==> src/core/adcs_defines.svh <==
// Register offsets, field positions, reset values and counts of the sequencer.
`ifndef ADCS_DEFINES_SVH
`define ADCS_DEFINES_SVH

// ==========================================================================
// Register offsets
`define ADCS_OFF_CTRL     8'h00
`define ADCS_OFF_CLKDIV   8'h04
`define ADCS_OFF_STATUS   8'h08
`define ADCS_OFF_RESULT   8'h0C
`define ADCS_OFF_PREV     8'h10
`define ADCS_OFF_ACC      8'h14
`define ADCS_OFF_SETPOINT 8'h18
`define ADCS_OFF_THRESH   8'h1C
`define ADCS_OFF_ERROR    8'h20

// ==========================================================================
// Control register fields
`define ADCS_CTRL_ON      0
`define ADCS_CTRL_GO      1
`define ADCS_CTRL_CS      2
`define ADCS_CTRL_FRM     3
`define ADCS_CTRL_REPEAT_ENABLE    4
`define ADCS_CTRL_PREVIOUS_SOURCE_SELECT    5
`define ADCS_CTRL_DOUBLE_SAMPLE_ENABLE    6
`define ADCS_CTRL_IRQEN   7
`define ADCS_CTRL_TRIGEN  8

// ==========================================================================
// Status register fields
`define ADCS_ST_DONE      0
`define ADCS_ST_THR       1
`define ADCS_ST_MATH      2
`define ADCS_ST_BUSY      3
`define ADCS_ST_PEND      4
`define ADCS_ST_PDOWN     5

// ==========================================================================
// Reset values and counts
`define ADCS_CLKDIV_RST   7'h00
`define ADCS_SETPT_RST    12'h000
`define ADCS_THRESH_RST   13'h0000
`define ADCS_MSB_IDX      4'hB
`define ADCS_MSB_TRIAL    12'h800

`endif

==> src/core/adcs_pkg.sv <==
// Types shared by the conversion sequencer modules.
package adcs_pkg;

    // ======================================================================
    // Sequencer states
    typedef enum logic [2:0] {
        ADCS_IDLE   = 3'b001,
        ADCS_SAMPLE = 3'b010,
        ADCS_CONV   = 3'b100
    } adcs_state_t;

    // ======================================================================
    // Whole state of the sequencer
    typedef struct packed {
        adcs_state_t  state;
        logic [3:0]   bitIdx;
        logic [11:0]  dac;
        logic         sampleHold;
        logic         on;
        logic         go;
        logic         cs;
        logic         result_justify_select;
        logic         repeat_enable;
        logic         previous_source_select;
        logic         double_sample_enable;
        logic         irqEn;
        logic         trigEn;
        logic [6:0]   clkDiv;
        logic         doneFlag;
        logic         thrFlag;
        logic         mathFlag;
        logic         trigPend;
        logic         powerDown;
        logic         pairOdd;
        logic         mathPend;
        logic [11:0]  res;
        logic [11:0]  prev;
        logic [11:0]  setpoint;
        logic [12:0]  thresh;
        logic [12:0]  err;
        logic [17:0]  acc;
        logic [2:0]   trigSync;
        logic [1:0]   cmpSync;
        logic [1:0]   rcSync;
        logic         pready;
        logic         pslverr;
        logic [31:0]  prdata;
        logic         wakeReq;
    } adcs_regs_t;

    // ======================================================================
    // Whole state of the conversion clock tick generator
    typedef struct packed {
        logic [7:0]   cnt;
        logic         rcPrev;
        logic         tick;
    } adcs_tick_t;

endpackage : adcs_pkg

==> src/core/adcs_sequencer.sv <==
// Successive-approximation conversion sequencer with APB register file.
//
// Local design decisions: the APB register port and the placing of the registers.
`timescale 1ns/1ns
`include "adcs_defines.svh"

// Functional notes
// - Clock from divided system clock or RC
// - Divider code applies only with system clock
// - Control logic advances on selected clock
// - Done flag set after every conversion
// - Done flag cleared only by software
// - Enabled done event raises wake request
// - In sleep convert only on RC clock
// - Result read left or right justified
// - Result writes stored right justified
// - Convert only while module is on
// - Start from software, trigger or repeat
// - Copy old result to previous first
// - Completion clears request, sets flags, accumulates
// - Error and threshold per conversion or pair
// - Computation lags the done flag
// - Request cleared midway stores partial result
// - Reset clears registers and abandons conversion
// - Trigger rising edge sets request bit
// - Sleep trigger on system clock waits
// - Sleep completion without irq powers down
module adcs_sequencer (
    input  wire logic        clk_sys,
    input  wire logic        sys_rst,
    input  wire logic        clkEn,
    input  wire logic        psel,
    input  wire logic        penable,
    input  wire logic        pwrite,
    input  wire logic [7:0]  paddr,
    input  wire logic [31:0] pwdata,
    output logic [31:0]      prdata,
    output logic             pready,
    output logic             pslverr,
    input  wire logic        extTrig,
    input  wire logic        rcOscIn,
    input  wire logic        cmpOut,
    input  wire logic        sleepMode,
    output logic             sampleHold,
    output logic [11:0]      dacCode,
    output logic             wakeReq,
    output logic             powerDown
);

    adcs_pkg::adcs_regs_t st_q;
    adcs_pkg::adcs_regs_t st_d;
    logic        tick;
    logic        runOk;
    logic        trigRise;
    logic        setup;
    logic        wrAcc;
    logic        swGoWr;
    logic        finish;
    logic        mathDue;
    logic        lastBit;
    logic [11:0] partial;
    logic [11:0] resolved;
    logic [11:0] newRes;
    logic [12:0] diff;

    // ======================================================================
    // Conversion clock
    adcs_tick_gen u_tick (
        .clk_sys (clk_sys),
        .sys_rst (sys_rst),
        .clkEn   (clkEn),
        .clkSel  (st_q.cs),
        .divCode (st_q.clkDiv),
        .rcLevel (st_q.rcSync[1]),
        .tick    (tick)
    );

    // ======================================================================
    // Partial result: unresolved bits repeat the last resolved bit
    assign lastBit = (st_q.bitIdx == `ADCS_MSB_IDX) ? 1'b0 :
                     st_q.dac[st_q.bitIdx + 4'h1];
    genvar gi;
    generate
        for (gi = 0; gi < 12; gi = gi + 1) begin : g_part
            assign partial[gi] = (4'(gi) > st_q.bitIdx) ? st_q.dac[gi] :
                                 lastBit;
        end
    endgenerate

    assign runOk    = st_q.on & ~st_q.powerDown &
                      ~(sleepMode & ~st_q.cs);
    assign trigRise = st_q.trigSync[1] & ~st_q.trigSync[2];
    assign setup    = psel & ~penable;
    assign wrAcc    = psel & penable & st_q.pready & pwrite & ~st_q.pslverr;
    assign swGoWr   = wrAcc & (paddr == `ADCS_OFF_CTRL);
    assign mathDue  = ~st_q.double_sample_enable | st_q.pairOdd;
    assign diff     = {1'b0, st_q.res} - {1'b0, st_q.setpoint};

    always_comb begin
        st_d     = st_q;
        finish   = 1'b0;
        newRes   = 12'h000;
        resolved = st_q.dac;
        resolved[st_q.bitIdx] = st_q.cmpSync[1];

        // ==================================================================
        // Synchronisers for pins
        st_d.trigSync = {st_q.trigSync[1:0], extTrig};
        st_d.cmpSync  = {st_q.cmpSync[0], cmpOut};
        st_d.rcSync   = {st_q.rcSync[0], rcOscIn};

        // ==================================================================
        // APB slave: data and answer registered in setup, ready in access
        st_d.pready  = setup;
        st_d.pslverr = 1'b0;
        if (setup) begin
            st_d.prdata = 32'h0000_0000;
            case (paddr)
                `ADCS_OFF_CTRL: begin
                    st_d.prdata[8:0] = {st_q.trigEn, st_q.irqEn, st_q.double_sample_enable,
                                        st_q.previous_source_select, st_q.repeat_enable, st_q.result_justify_select,
                                        st_q.cs, st_q.go, st_q.on};
                end
                `ADCS_OFF_CLKDIV: begin
                    st_d.prdata[6:0] = st_q.clkDiv;
                end
                `ADCS_OFF_STATUS: begin
                    st_d.prdata[5:0] = {st_q.powerDown, st_q.trigPend,
                                        st_q.state != adcs_pkg::ADCS_IDLE,
                                        st_q.mathFlag, st_q.thrFlag,
                                        st_q.doneFlag};
                end
                `ADCS_OFF_RESULT: begin
                    if (st_q.result_justify_select) begin
                        st_d.prdata[11:0] = st_q.res;
                    end else begin
                        st_d.prdata[15:0] = {st_q.res, 4'h0};
                    end
                end
                `ADCS_OFF_PREV: begin
                    st_d.prdata[11:0] = st_q.prev;
                end
                `ADCS_OFF_ACC: begin
                    st_d.prdata[17:0] = st_q.acc;
                end
                `ADCS_OFF_SETPOINT: begin
                    st_d.prdata[11:0] = st_q.setpoint;
                end
                `ADCS_OFF_THRESH: begin
                    st_d.prdata[12:0] = st_q.thresh;
                end
                `ADCS_OFF_ERROR: begin
                    st_d.prdata = {{19{st_q.err[12]}}, st_q.err};
                end
                default: begin
                    st_d.pslverr = 1'b1;
                end
            endcase
        end
        if (wrAcc) begin
            case (paddr)
                `ADCS_OFF_CTRL: begin
                    st_d.on     = pwdata[`ADCS_CTRL_ON];
                    st_d.go     = pwdata[`ADCS_CTRL_GO];
                    st_d.cs     = pwdata[`ADCS_CTRL_CS];
                    st_d.result_justify_select    = pwdata[`ADCS_CTRL_FRM];
                    st_d.repeat_enable   = pwdata[`ADCS_CTRL_REPEAT_ENABLE];
                    st_d.previous_source_select   = pwdata[`ADCS_CTRL_PREVIOUS_SOURCE_SELECT];
                    st_d.double_sample_enable   = pwdata[`ADCS_CTRL_DOUBLE_SAMPLE_ENABLE];
                    st_d.irqEn  = pwdata[`ADCS_CTRL_IRQEN];
                    st_d.trigEn = pwdata[`ADCS_CTRL_TRIGEN];
                end
                `ADCS_OFF_CLKDIV: begin
                    st_d.clkDiv = pwdata[6:0];
                end
                `ADCS_OFF_STATUS: begin
                    // Write one to clear; hardware sets below win.
                    if (pwdata[`ADCS_ST_DONE]) begin
                        st_d.doneFlag = 1'b0;
                    end
                    if (pwdata[`ADCS_ST_THR]) begin
                        st_d.thrFlag = 1'b0;
                    end
                    if (pwdata[`ADCS_ST_MATH]) begin
                        st_d.mathFlag = 1'b0;
                    end
                end
                `ADCS_OFF_RESULT: begin
                    st_d.res = pwdata[11:0];
                end
                `ADCS_OFF_SETPOINT: begin
                    st_d.setpoint = pwdata[11:0];
                end
                `ADCS_OFF_THRESH: begin
                    st_d.thresh = pwdata[12:0];
                end
                default: begin
                end
            endcase
        end
        if (!st_q.double_sample_enable) begin
            st_d.pairOdd = 1'b0;
        end

        // ==================================================================
        // Sequencer, advanced on conversion clock ticks; switching off returns it to idle without waiting for a tick
        case (st_q.state)
            adcs_pkg::ADCS_IDLE: begin
                st_d.bitIdx = `ADCS_MSB_IDX;
                st_d.dac    = 12'h000;
                if (tick && runOk && st_q.go) begin
                    st_d.state      = adcs_pkg::ADCS_SAMPLE;
                    st_d.sampleHold = 1'b1;
                end
            end
            adcs_pkg::ADCS_SAMPLE: begin
                if (!st_q.on) begin
                    st_d.state      = adcs_pkg::ADCS_IDLE;
                    st_d.sampleHold = 1'b0;
                end else if (tick && runOk) begin
                    st_d.sampleHold = 1'b0;
                    if (!st_q.go) begin
                        finish = 1'b1;
                        newRes = partial;
                    end else begin
                        st_d.state = adcs_pkg::ADCS_CONV;
                        st_d.dac   = `ADCS_MSB_TRIAL;
                    end
                end
            end
            adcs_pkg::ADCS_CONV: begin
                if (!st_q.on) begin
                    st_d.state = adcs_pkg::ADCS_IDLE;
                end else if (tick && runOk) begin
                    if (!st_q.go) begin
                        finish = 1'b1;
                        newRes = partial;
                    end else if (st_q.bitIdx == 4'h0) begin
                        finish = 1'b1;
                        newRes = resolved;
                    end else begin
                        st_d.bitIdx = st_q.bitIdx - 4'h1;
                        st_d.dac    = resolved |
                                      (12'h001 << (st_q.bitIdx - 4'h1));
                    end
                end
            end
            default: begin
                st_d.state = adcs_pkg::ADCS_IDLE;
            end
        endcase

        // ==================================================================
        // Completion, also reached by an abort with a partial result
        if (!sleepMode) begin
            st_d.powerDown = 1'b0;
        end
        if (finish) begin
            st_d.state = adcs_pkg::ADCS_IDLE;
            if (st_q.previous_source_select) begin
                st_d.prev = st_q.res;
            end
            st_d.res      = newRes;
            st_d.doneFlag = 1'b1;
            st_d.mathFlag = 1'b1;
            st_d.acc      = st_q.acc + {6'h00, newRes};
            if (!st_q.repeat_enable && !swGoWr) begin
                st_d.go = 1'b0;
            end
            if (st_q.double_sample_enable) begin
                st_d.pairOdd = ~st_q.pairOdd;
            end
            if (mathDue) begin
                st_d.mathPend = 1'b1;
            end
            if (sleepMode && !st_q.irqEn) begin
                st_d.powerDown = 1'b1;
            end
        end

        // Error and threshold one cycle after the result is stored.
        if (st_q.mathPend) begin
            st_d.mathPend = 1'b0;
            st_d.err      = diff;
            if ($signed(diff) > $signed(st_q.thresh)) begin
                st_d.thrFlag = 1'b1;
            end
        end

        // ==================================================================
        // External trigger, held back while sleeping on the system clock
        if (st_q.trigEn && trigRise) begin
            if (sleepMode && !st_q.cs) begin
                st_d.trigPend = 1'b1;
            end else begin
                st_d.go = 1'b1;
            end
        end
        if (st_q.trigPend && !sleepMode) begin
            st_d.trigPend = 1'b0;
            st_d.go       = 1'b1;
        end

        st_d.wakeReq = st_q.irqEn & st_q.doneFlag;
    end

    always_ff @(posedge clk_sys) begin
        if (sys_rst) begin
            st_q          <= '0;
            st_q.state    <= adcs_pkg::ADCS_IDLE;
            st_q.bitIdx   <= `ADCS_MSB_IDX;
            st_q.clkDiv   <= `ADCS_CLKDIV_RST;
            st_q.setpoint <= `ADCS_SETPT_RST;
            st_q.thresh   <= `ADCS_THRESH_RST;
        end else if (clkEn) begin
            st_q <= st_d;
        end
    end

    assign prdata     = st_q.prdata;
    assign pready     = st_q.pready;
    assign pslverr    = st_q.pslverr;
    assign sampleHold = st_q.sampleHold;
    assign dacCode    = st_q.dac;
    assign wakeReq    = st_q.wakeReq;
    assign powerDown  = st_q.powerDown;
endmodule : adcs_sequencer

==> src/core/adcs_tick_gen.sv <==
// Conversion clock tick generator: system clock divider or RC oscillator edge.
`timescale 1ns/1ns
`include "adcs_defines.svh"

module adcs_tick_gen (
    input  wire logic       clk_sys,
    input  wire logic       sys_rst,
    input  wire logic       clkEn,
    input  wire logic       clkSel,
    input  wire logic [6:0] divCode,
    input  wire logic       rcLevel,
    output logic            tick
);

    adcs_pkg::adcs_tick_t st_q;
    adcs_pkg::adcs_tick_t st_d;

    // ======================================================================
    // Tick every 2*(n+1) system cycles, or on each rising oscillator edge
    always_comb begin
        st_d = st_q;
        st_d.tick = 1'b0;
        st_d.rcPrev = rcLevel;
        if (clkSel) begin
            st_d.cnt = 8'h00;
            st_d.tick = rcLevel & ~st_q.rcPrev;
        end else if (st_q.cnt >= {divCode, 1'b1}) begin
            st_d.cnt = 8'h00;
            st_d.tick = 1'b1;
        end else begin
            st_d.cnt = st_q.cnt + 8'h01;
        end
    end

    always_ff @(posedge clk_sys) begin
        if (sys_rst) begin
            st_q <= '0;
        end else if (clkEn) begin
            st_q <= st_d;
        end
    end

    assign tick = st_q.tick;

endmodule : adcs_tick_gen

==> config.mk <==
export PLATFORM = sky130hd
export DESIGN_NAME = adcs_sequencer
export DESIGN_NICKNAME = d
export VERILOG_FILES = /design/src/core/adcs_pkg.sv /design/src/core/adcs_sequencer.sv /design/src/core/adcs_tick_gen.sv
export VERILOG_INCLUDE_DIRS = /design/src /design/src/core
export SDC_FILE = /design/constraint.sdc
export NUM_CORES = 1
export LEC_CHECK = 0
export BUFFER_PORTS_ARGS = -buffer_cell sky130_fd_sc_hd__buf_2
export CAP_MARGIN = 20
export CORE_AREA = 2 2 192 194
export CTS_CLUSTER_DIAMETER = 100
export CTS_CLUSTER_SIZE = 10
export DETAILED_ROUTE_END_ITERATION = 10
export DIE_AREA = 0 0 194 196
export PLACE_DENSITY = 0.43
export SKIP_CTS_REPAIR_TIMING = 1
export SYNTH_ARGS = -nofsm -noshare
export SYNTH_HDL_FRONTEND = slang
export SYNTH_SLANG_ARGS = --single-unit
==> constraint.sdc <==
create_clock -name clk_sys -period 4.5 [get_ports clk_sys]
set_input_delay 0.675 -clock clk_sys [delete_from_list [all_inputs] [get_ports clk_sys]]
set_output_delay 0.675 -clock clk_sys [all_outputs]
set_load 0.02 [all_outputs]
==> results of run 1 <==
report_power, final:
part	total [uW]	switching [uW]	internal [uW]	leakage, uW
Combinational	246	164	82.4	0.00274
Sequential	1480	24.5	1450	0.00131
Clock	1470	716	751	0.000279
sequential cells by signal, summed over array words and instances, names as in the netlist:
name	count
st_q	112
prdata	19
dacCode	12
u_tick.st_q	9
st_d	4
powerDown	1
pready	1
pslverr	1
sampleHold	1
u_tick.tick	1
wakeReq	1
layout by cell type, fill, tap and decap left out, types with 31 or more instances in the layout:
master,netlist,routed
nand2_1,168,168
dfxtp_1,162,162
nor2_1,121,120
a21oi_1,117,117
buf_2,22,78
nand3_1,68,67
ha_1,54,54
inv_1,53,53
mux2i_1,49,49
o21ai_0,47,46
buf_4,50,31
routing by layer:
metal,share of wire,GRT usage,wire length (um),vias up
met3,0.035,0.02733,1245,42
li1,-,-,-,4622
met4,0.023,0.05752,801,0
met5,0,0,0,-
met1,0.48,0.2507,16770,4405
met2,0.46,0.2964,16280,189
cell type report:
type,count,area (um2),share of cell area
diodes,1,2.502,0.0002192
clock buffers,18,439.2,0.03847
clock inverters,14,137.6,0.01205
inverters,55,206.4,0.01808
multi-input cells,956,6160,0.5395
flip-flops and latches,162,3243,0.2841
well taps,468,585.6,0.05129
repair buffers,110,643.1,0.05633
tightest hold or removal path, delay by kind of cell, from the launching register on:
family | cells | cell delay, ps
flops | 1 | 320
compound gates | 1 | 50
simple gates | 1 | 50
worst max path at each step:
stage                                start                     to  slack [ps]  cells after the start
floorplan           st_q[158]$_SDFFE_PP1P_  st_q[55]$_SDFFE_PP0P_         420                     16
global placement    st_q[158]$_SDFFE_PP1P_  st_q[56]$_SDFFE_PP0P_         270                     14
detailed placement  st_q[158]$_SDFFE_PP1P_  st_q[59]$_SDFFE_PP0P_         260                     15
CTS                 st_q[158]$_SDFFE_PP1P_  st_q[59]$_SDFFE_PP0P_         230                     15
global route        st_q[158]$_SDFFE_PP1P_  st_q[56]$_SDFFE_PP0P_          20                     15
finish              st_q[158]$_SDFFE_PP1P_  st_q[56]$_SDFFE_PP0P_         330                     15
logic make-up (layout without fill, tap and decap cells):
logic type / Yosys count / after routing / share of synthesized area
AND/OR/NAND/NOR: 473 / 473 / 0.2184
AO/OA/AOI/OAI: 344 / 344 / 0.2215
buffers and inverters: 176 / 197 / 0.08527
flip-flops: 162 / 162 / 0.3158
multiplexers: 65 / 65 / 0.07407
adder cells (fa/ha/maj): 56 / 56 / 0.06968
XOR/XNOR: 18 / 18 / 0.01535
other: 0 / 1 / 0
through the flow:
step,utilization,std cells
after detailed placement,0.3002,1751
final,0.3164,1784
after global routing,0.3163,1783
after CTS,0.3162,1783
after floorplan,-,1294
after global placement,0.3002,1751
==> qor.yml, run 1 <==
logic_synthesis:
  yosys-top-cells-count: "nand2_1, dfxtp_1, nor2_1"
  synth-seq-cells: 162
  synth_async_sr_flop_share: 0
  syn_area_um2: 10270
  yosys.area.top_type_share: 0.3158
  synth_edf_count: 0
  netlist_top_cells_area: "dfxtp_1, ha_1, nand2_1"
  avgSynthCellArea_um2: 7.937
  synth_cell_types: 84
  synth_top_cell_by_area: "dfxtp_1"
  yosysSeqAreaShare: 0.3158
  ys.flop_type: "dfxtp_1"
  synth_fp_nets: 1400
  ys.warnings.count: 0
  synth_most_common_cell: "nand2_1"
  synthCells: 1294
sta:
  slew_violations: 0
  slew_headroom: 0.3239
  whs_ps: 459.4
  finalHoldViolations: 0
  fin_worst_skew_ps: 15.18
  finalSetupTns_ps: 0
  finalSetupViolCount: 0
  finalCritPeriodShare: 0.9274
  max_clock_freq_mhz: 239.6
  rsz0062_at_grt: "no"
  setup_ws_ps: 326.8
  worstMarginPinSlew_ps: 1009
  layout_min_cycle_time_ps: 4173
clocking:
  clock-sinks: 162
  cts_max_level: 4
  clkTransAtPathRegs_ps: 80
  cts_buffer_depth: 2
  cts_root_buffer: "clkbuf_16"
  cts_tree: "yes"
  cts_buffers: 17
  clk_latency_ps: 450
routing:
  finalWirelength_um: 35100
  postRouteAntennaNets: 0
  via_per_inst: 5.189
  drc: 0
  drtPass1Iterations: 5
  route.vias.total: 9258
  drtIter0Drc: 637
  wl_per_cell_um: 19.68
critical_path:
  endpoint_kind: "flop"
  max_stage_delay_ps: 530
  rrSetupSlack_ps: 330
  cp_cell_sequence: "inv_1, ha_1, mux4_2, mux2i_1, buf_4, o221ai_1, a31oi_1, nor2_1, ha_1, o21a_1, o31a_1, o21bai_1, a311o_1, or4_1, a21oi_1"
  r2r-end: "st_q[56]$_SDFFE_PP0P_"
  cpMostUsedCell: "ha_1"
  crit_buf_inv: 2
  critical_path_required_ps: 4870
  path_delay_family: "compound AO/OA/AOI/OAI gates"
  path_max_fanout: 12
  crit_type: "reg -> reg"
  startpoint_type: "flop"
  r2r_cells: 15
  cp_slowest_cell: "mux4_2"
  worstPathArrival_ps: 4540
  r2r_start: "st_q[158]$_SDFFE_PP1P_"
power_and_ir_drop:
  power.leakage_uw: 0.004325
  max-vdd-ir-drop_mv: 0.2329
  total_power_uw: 3191
  p_per_area_nw_per_um2: 279.5
global_route:
  grt_pass1_wl_um: 53930
  grt_usage: 0.1831
  antenna_found_initial: 0
  grt_pass1_vias: 8927
  gr-total-overflow: 0
  grt_start_max_net_pins: 99
place:
  gp_congestion: 0.8457
  dp_slack_ps: 263.7
  io_buffer_count: 79
  dp_hpwl_um: 26560
  placed_cell_area_um2: 10830
min_path:
  whs_path_depth: 2
  min_to: "st_q[66]$_SDFFE_PP0P_"
  hold_class: "reg -> reg"
  min_from: "st_q[66]$_SDFFE_PP0P_"
floorplanning:
  coreArea_um2: 36080
  rows: 70
  die_area_um2: 38020
  die_y_um: 196
  ioPinCount: 99
  dieWidth_um: 194
  start_util: 0.2846
layout:
  finish.instance_area_um2: 11420
  final_nets: 1408
  synthToLayoutAreaGrowth_pct: 11.16
  post_route_cells_drive_above_1_share: 0.1437
  nFillCells: 3961
flow_run:
  drv_cap: 0
run_status:
  status: "completed"
Power figures use the tool's default switching activity.
==> run 2, diff against run 1 <==
--- a/config.mk
+++ b/config.mk
@@ -8,12 +8,13 @@
 export LEC_CHECK = 0
 export BUFFER_PORTS_ARGS = -buffer_cell sky130_fd_sc_hd__buf_2
 export CAP_MARGIN = 20
-export CORE_AREA = 2 2 192 194
+export CORE_AREA = 2 2 146 177
+export CTS_BUF_LIST = sky130_fd_sc_hd__clkbuf_4
 export CTS_CLUSTER_DIAMETER = 100
 export CTS_CLUSTER_SIZE = 10
 export DETAILED_ROUTE_END_ITERATION = 10
-export DIE_AREA = 0 0 194 196
-export PLACE_DENSITY = 0.43
+export DIE_AREA = 0 0 148 179
+export PLACE_DENSITY = 0.58
 export SKIP_CTS_REPAIR_TIMING = 1
 export SYNTH_ARGS = -nofsm -noshare
 export SYNTH_HDL_FRONTEND = slang
==> run 2 against run 1 <==
Against the previous run: power is 18% lower; register-to-register slack worse by 40 ps; maximum frequency is 0.95% lower; critical endpoint unchanged; sequential share of layout area is 1.2 points higher; largest power group unchanged.
==> qor.yml, run 2 (synthesis gave the netlist of run 1 again) <==
routing:
  drtIter0Drc: 557
  drtPass1Iterations: 5
  drc: 0
  finalWirelength_um: 31180
  postRouteAntennaNets: 0
  wl_per_cell_um: 18.97
  route.vias.total: 9299
  via_per_inst: 5.656
sta:
  slew_headroom: 0.3017
  max_clock_freq_mhz: 237.4
  finalHoldViolations: 0
  layout_min_cycle_time_ps: 4213
  finalSetupViolCount: 0
  finalSetupTns_ps: 0
  finalCritPeriodShare: 0.9362
  worstMarginPinSlew_ps: 1042
  setup_ws_ps: 286.9
  slew_violations: 0
  whs_ps: 296.6
  fin_worst_skew_ps: 19.29
  rsz0062_at_grt: "no"
clocking:
  cts_tree: "yes"
  cts_max_level: 4
  cts_root_buffer: "clkbuf_4"
  clkTransAtPathRegs_ps: 140
  clk_latency_ps: 610
  cts_buffer_depth: 2
  cts_buffers: 17
  clock-sinks: 162
critical_path:
  startpoint_type: "flop"
  crit_type: "reg -> reg"
  r2r-end: "st_q[56]$_SDFFE_PP0P_"
  worstPathArrival_ps: 4740
  endpoint_kind: "flop"
  rrSetupSlack_ps: 290
  r2r_cells: 15
  path_max_fanout: 12
  r2r_start: "st_q[158]$_SDFFE_PP1P_"
  critical_path_required_ps: 5030
global_route:
  grt_usage: 0.2356
  grt_pass1_wl_um: 48630
  grt_start_max_net_pins: 118
  grt_pass1_vias: 8798
  gr-total-overflow: 0
  antenna_found_initial: 1
floorplanning:
  start_util: 0.4111
  coreArea_um2: 24980
  rows: 64
  die_area_um2: 26490
  ioPinCount: 99
  dieWidth_um: 148
  die_y_um: 179
layout:
  post_route_cells_drive_above_1_share: 0.1424
  final_common_cell: "nand2_1"
  final_cell_mix: "nand2_1, dfxtp_1, nor2_1"
  nFillCells: 2613
  final_nets: 1406
  largest_register_ffs: 112
  synthToLayoutAreaGrowth_pct: 6.542
  regMostFlops: "st_q"
power_and_ir_drop:
  swShare: 0.2880
  seqPwrFrac: 0.562
  p_per_area_nw_per_um2: 240.5
  clkPwrFrac: 0.346
  max-vdd-ir-drop_mv: 0.1513
  power.switching_uw: 757.9
  power.leakage_uw: 0.004187
  internal_power_uw: 1874
  comb_power_share: 0.092
place:
  io_buffer_count: 79
  gp_congestion: 0.9169
  dp_hpwl_um: 23450
  dp_slack_ps: 260.9
min_path:
  min_to: "st_d[40]$_SDFFE_PP0P_"
  min_from: "extTrig"
  hold_class: "in -> reg"
  whs_path_depth: 3
run_status:
  status: "completed"
flow_run:
  drv_cap: 0
run 2: per-layer routing:
layer  part of all wire  global-route usage
met5                  0                   0
met4              0.036             0.09802
met3              0.039             0.03232
met2               0.49              0.4126
met1               0.43              0.2906
run 2: power groups by stage:
stage / registers [uW] / logic (uW) / clock network (uW)
final: 1480 / 241 / 911
after global routing: 1480 / 266 / 988
after CTS: 1480 / 242 / 937
after detailed placement: 1510 / 241 / 0
after global placement: 1510 / 240 / 0
after floorplan: 1500 / 175 / 0
run 2: area by class of cell:
cell class                 count  area, um2  share of cell area
antenna                        1      2.502           0.0002287
clock buffer                  17      127.6             0.01166
tap                          330      412.9             0.03773
multi-input combinational    956       6167              0.5636
clock inverter                15      155.1             0.01418
timing repair buffer         108      628.1             0.05740
inverter                      55      206.4             0.01887
sequential                   162       3243              0.2964
run 2: worst max-delay path by stage:
| stage | slack, ps | endpoint | cells after the start | start |
|---|---|---|---|---|
| final | 290 | st_q[56]$_SDFFE_PP0P_ | 15 | st_q[158]$_SDFFE_PP1P_ |
| after global routing | 50 | st_q[56]$_SDFFE_PP0P_ | 15 | st_q[158]$_SDFFE_PP1P_ |
| after CTS | 220 | st_q[56]$_SDFFE_PP0P_ | 14 | st_q[158]$_SDFFE_PP1P_ |
| after detailed placement | 260 | st_q[56]$_SDFFE_PP0P_ | 14 | st_q[158]$_SDFFE_PP1P_ |
| after global placement | 340 | st_q[56]$_SDFFE_PP0P_ | 14 | st_q[158]$_SDFFE_PP1P_ |
| after floorplan | 420 | st_q[55]$_SDFFE_PP0P_ | 16 | st_q[158]$_SDFFE_PP1P_ |
run 2: critical path: stages, from the launching register on:
cell	delay [ps]
dfxtp_1	350
inv_1	100
ha_1	420
mux4_2	520
mux2i_1	140
buf_4	190
o221ai_1	130
a31oi_1	320
nor2_1	70
ha_1	340
o21a_1	220
o31a_1	260
o21bai_1	120
a311o_1	390
or4_1	410
a21oi_1	140
run 2: per-stage QoR:
stage,cells,util,instance area (um2),total power (uW)
global placement,1611,0.4261,10650,1750
CTS,1643,0.4374,10930,2659
detailed placement,1611,0.4261,10650,1752
finish,1644,0.4380,10940,2632
floorplan,1294,-,10270,1677
global route,1644,0.4380,10940,2738
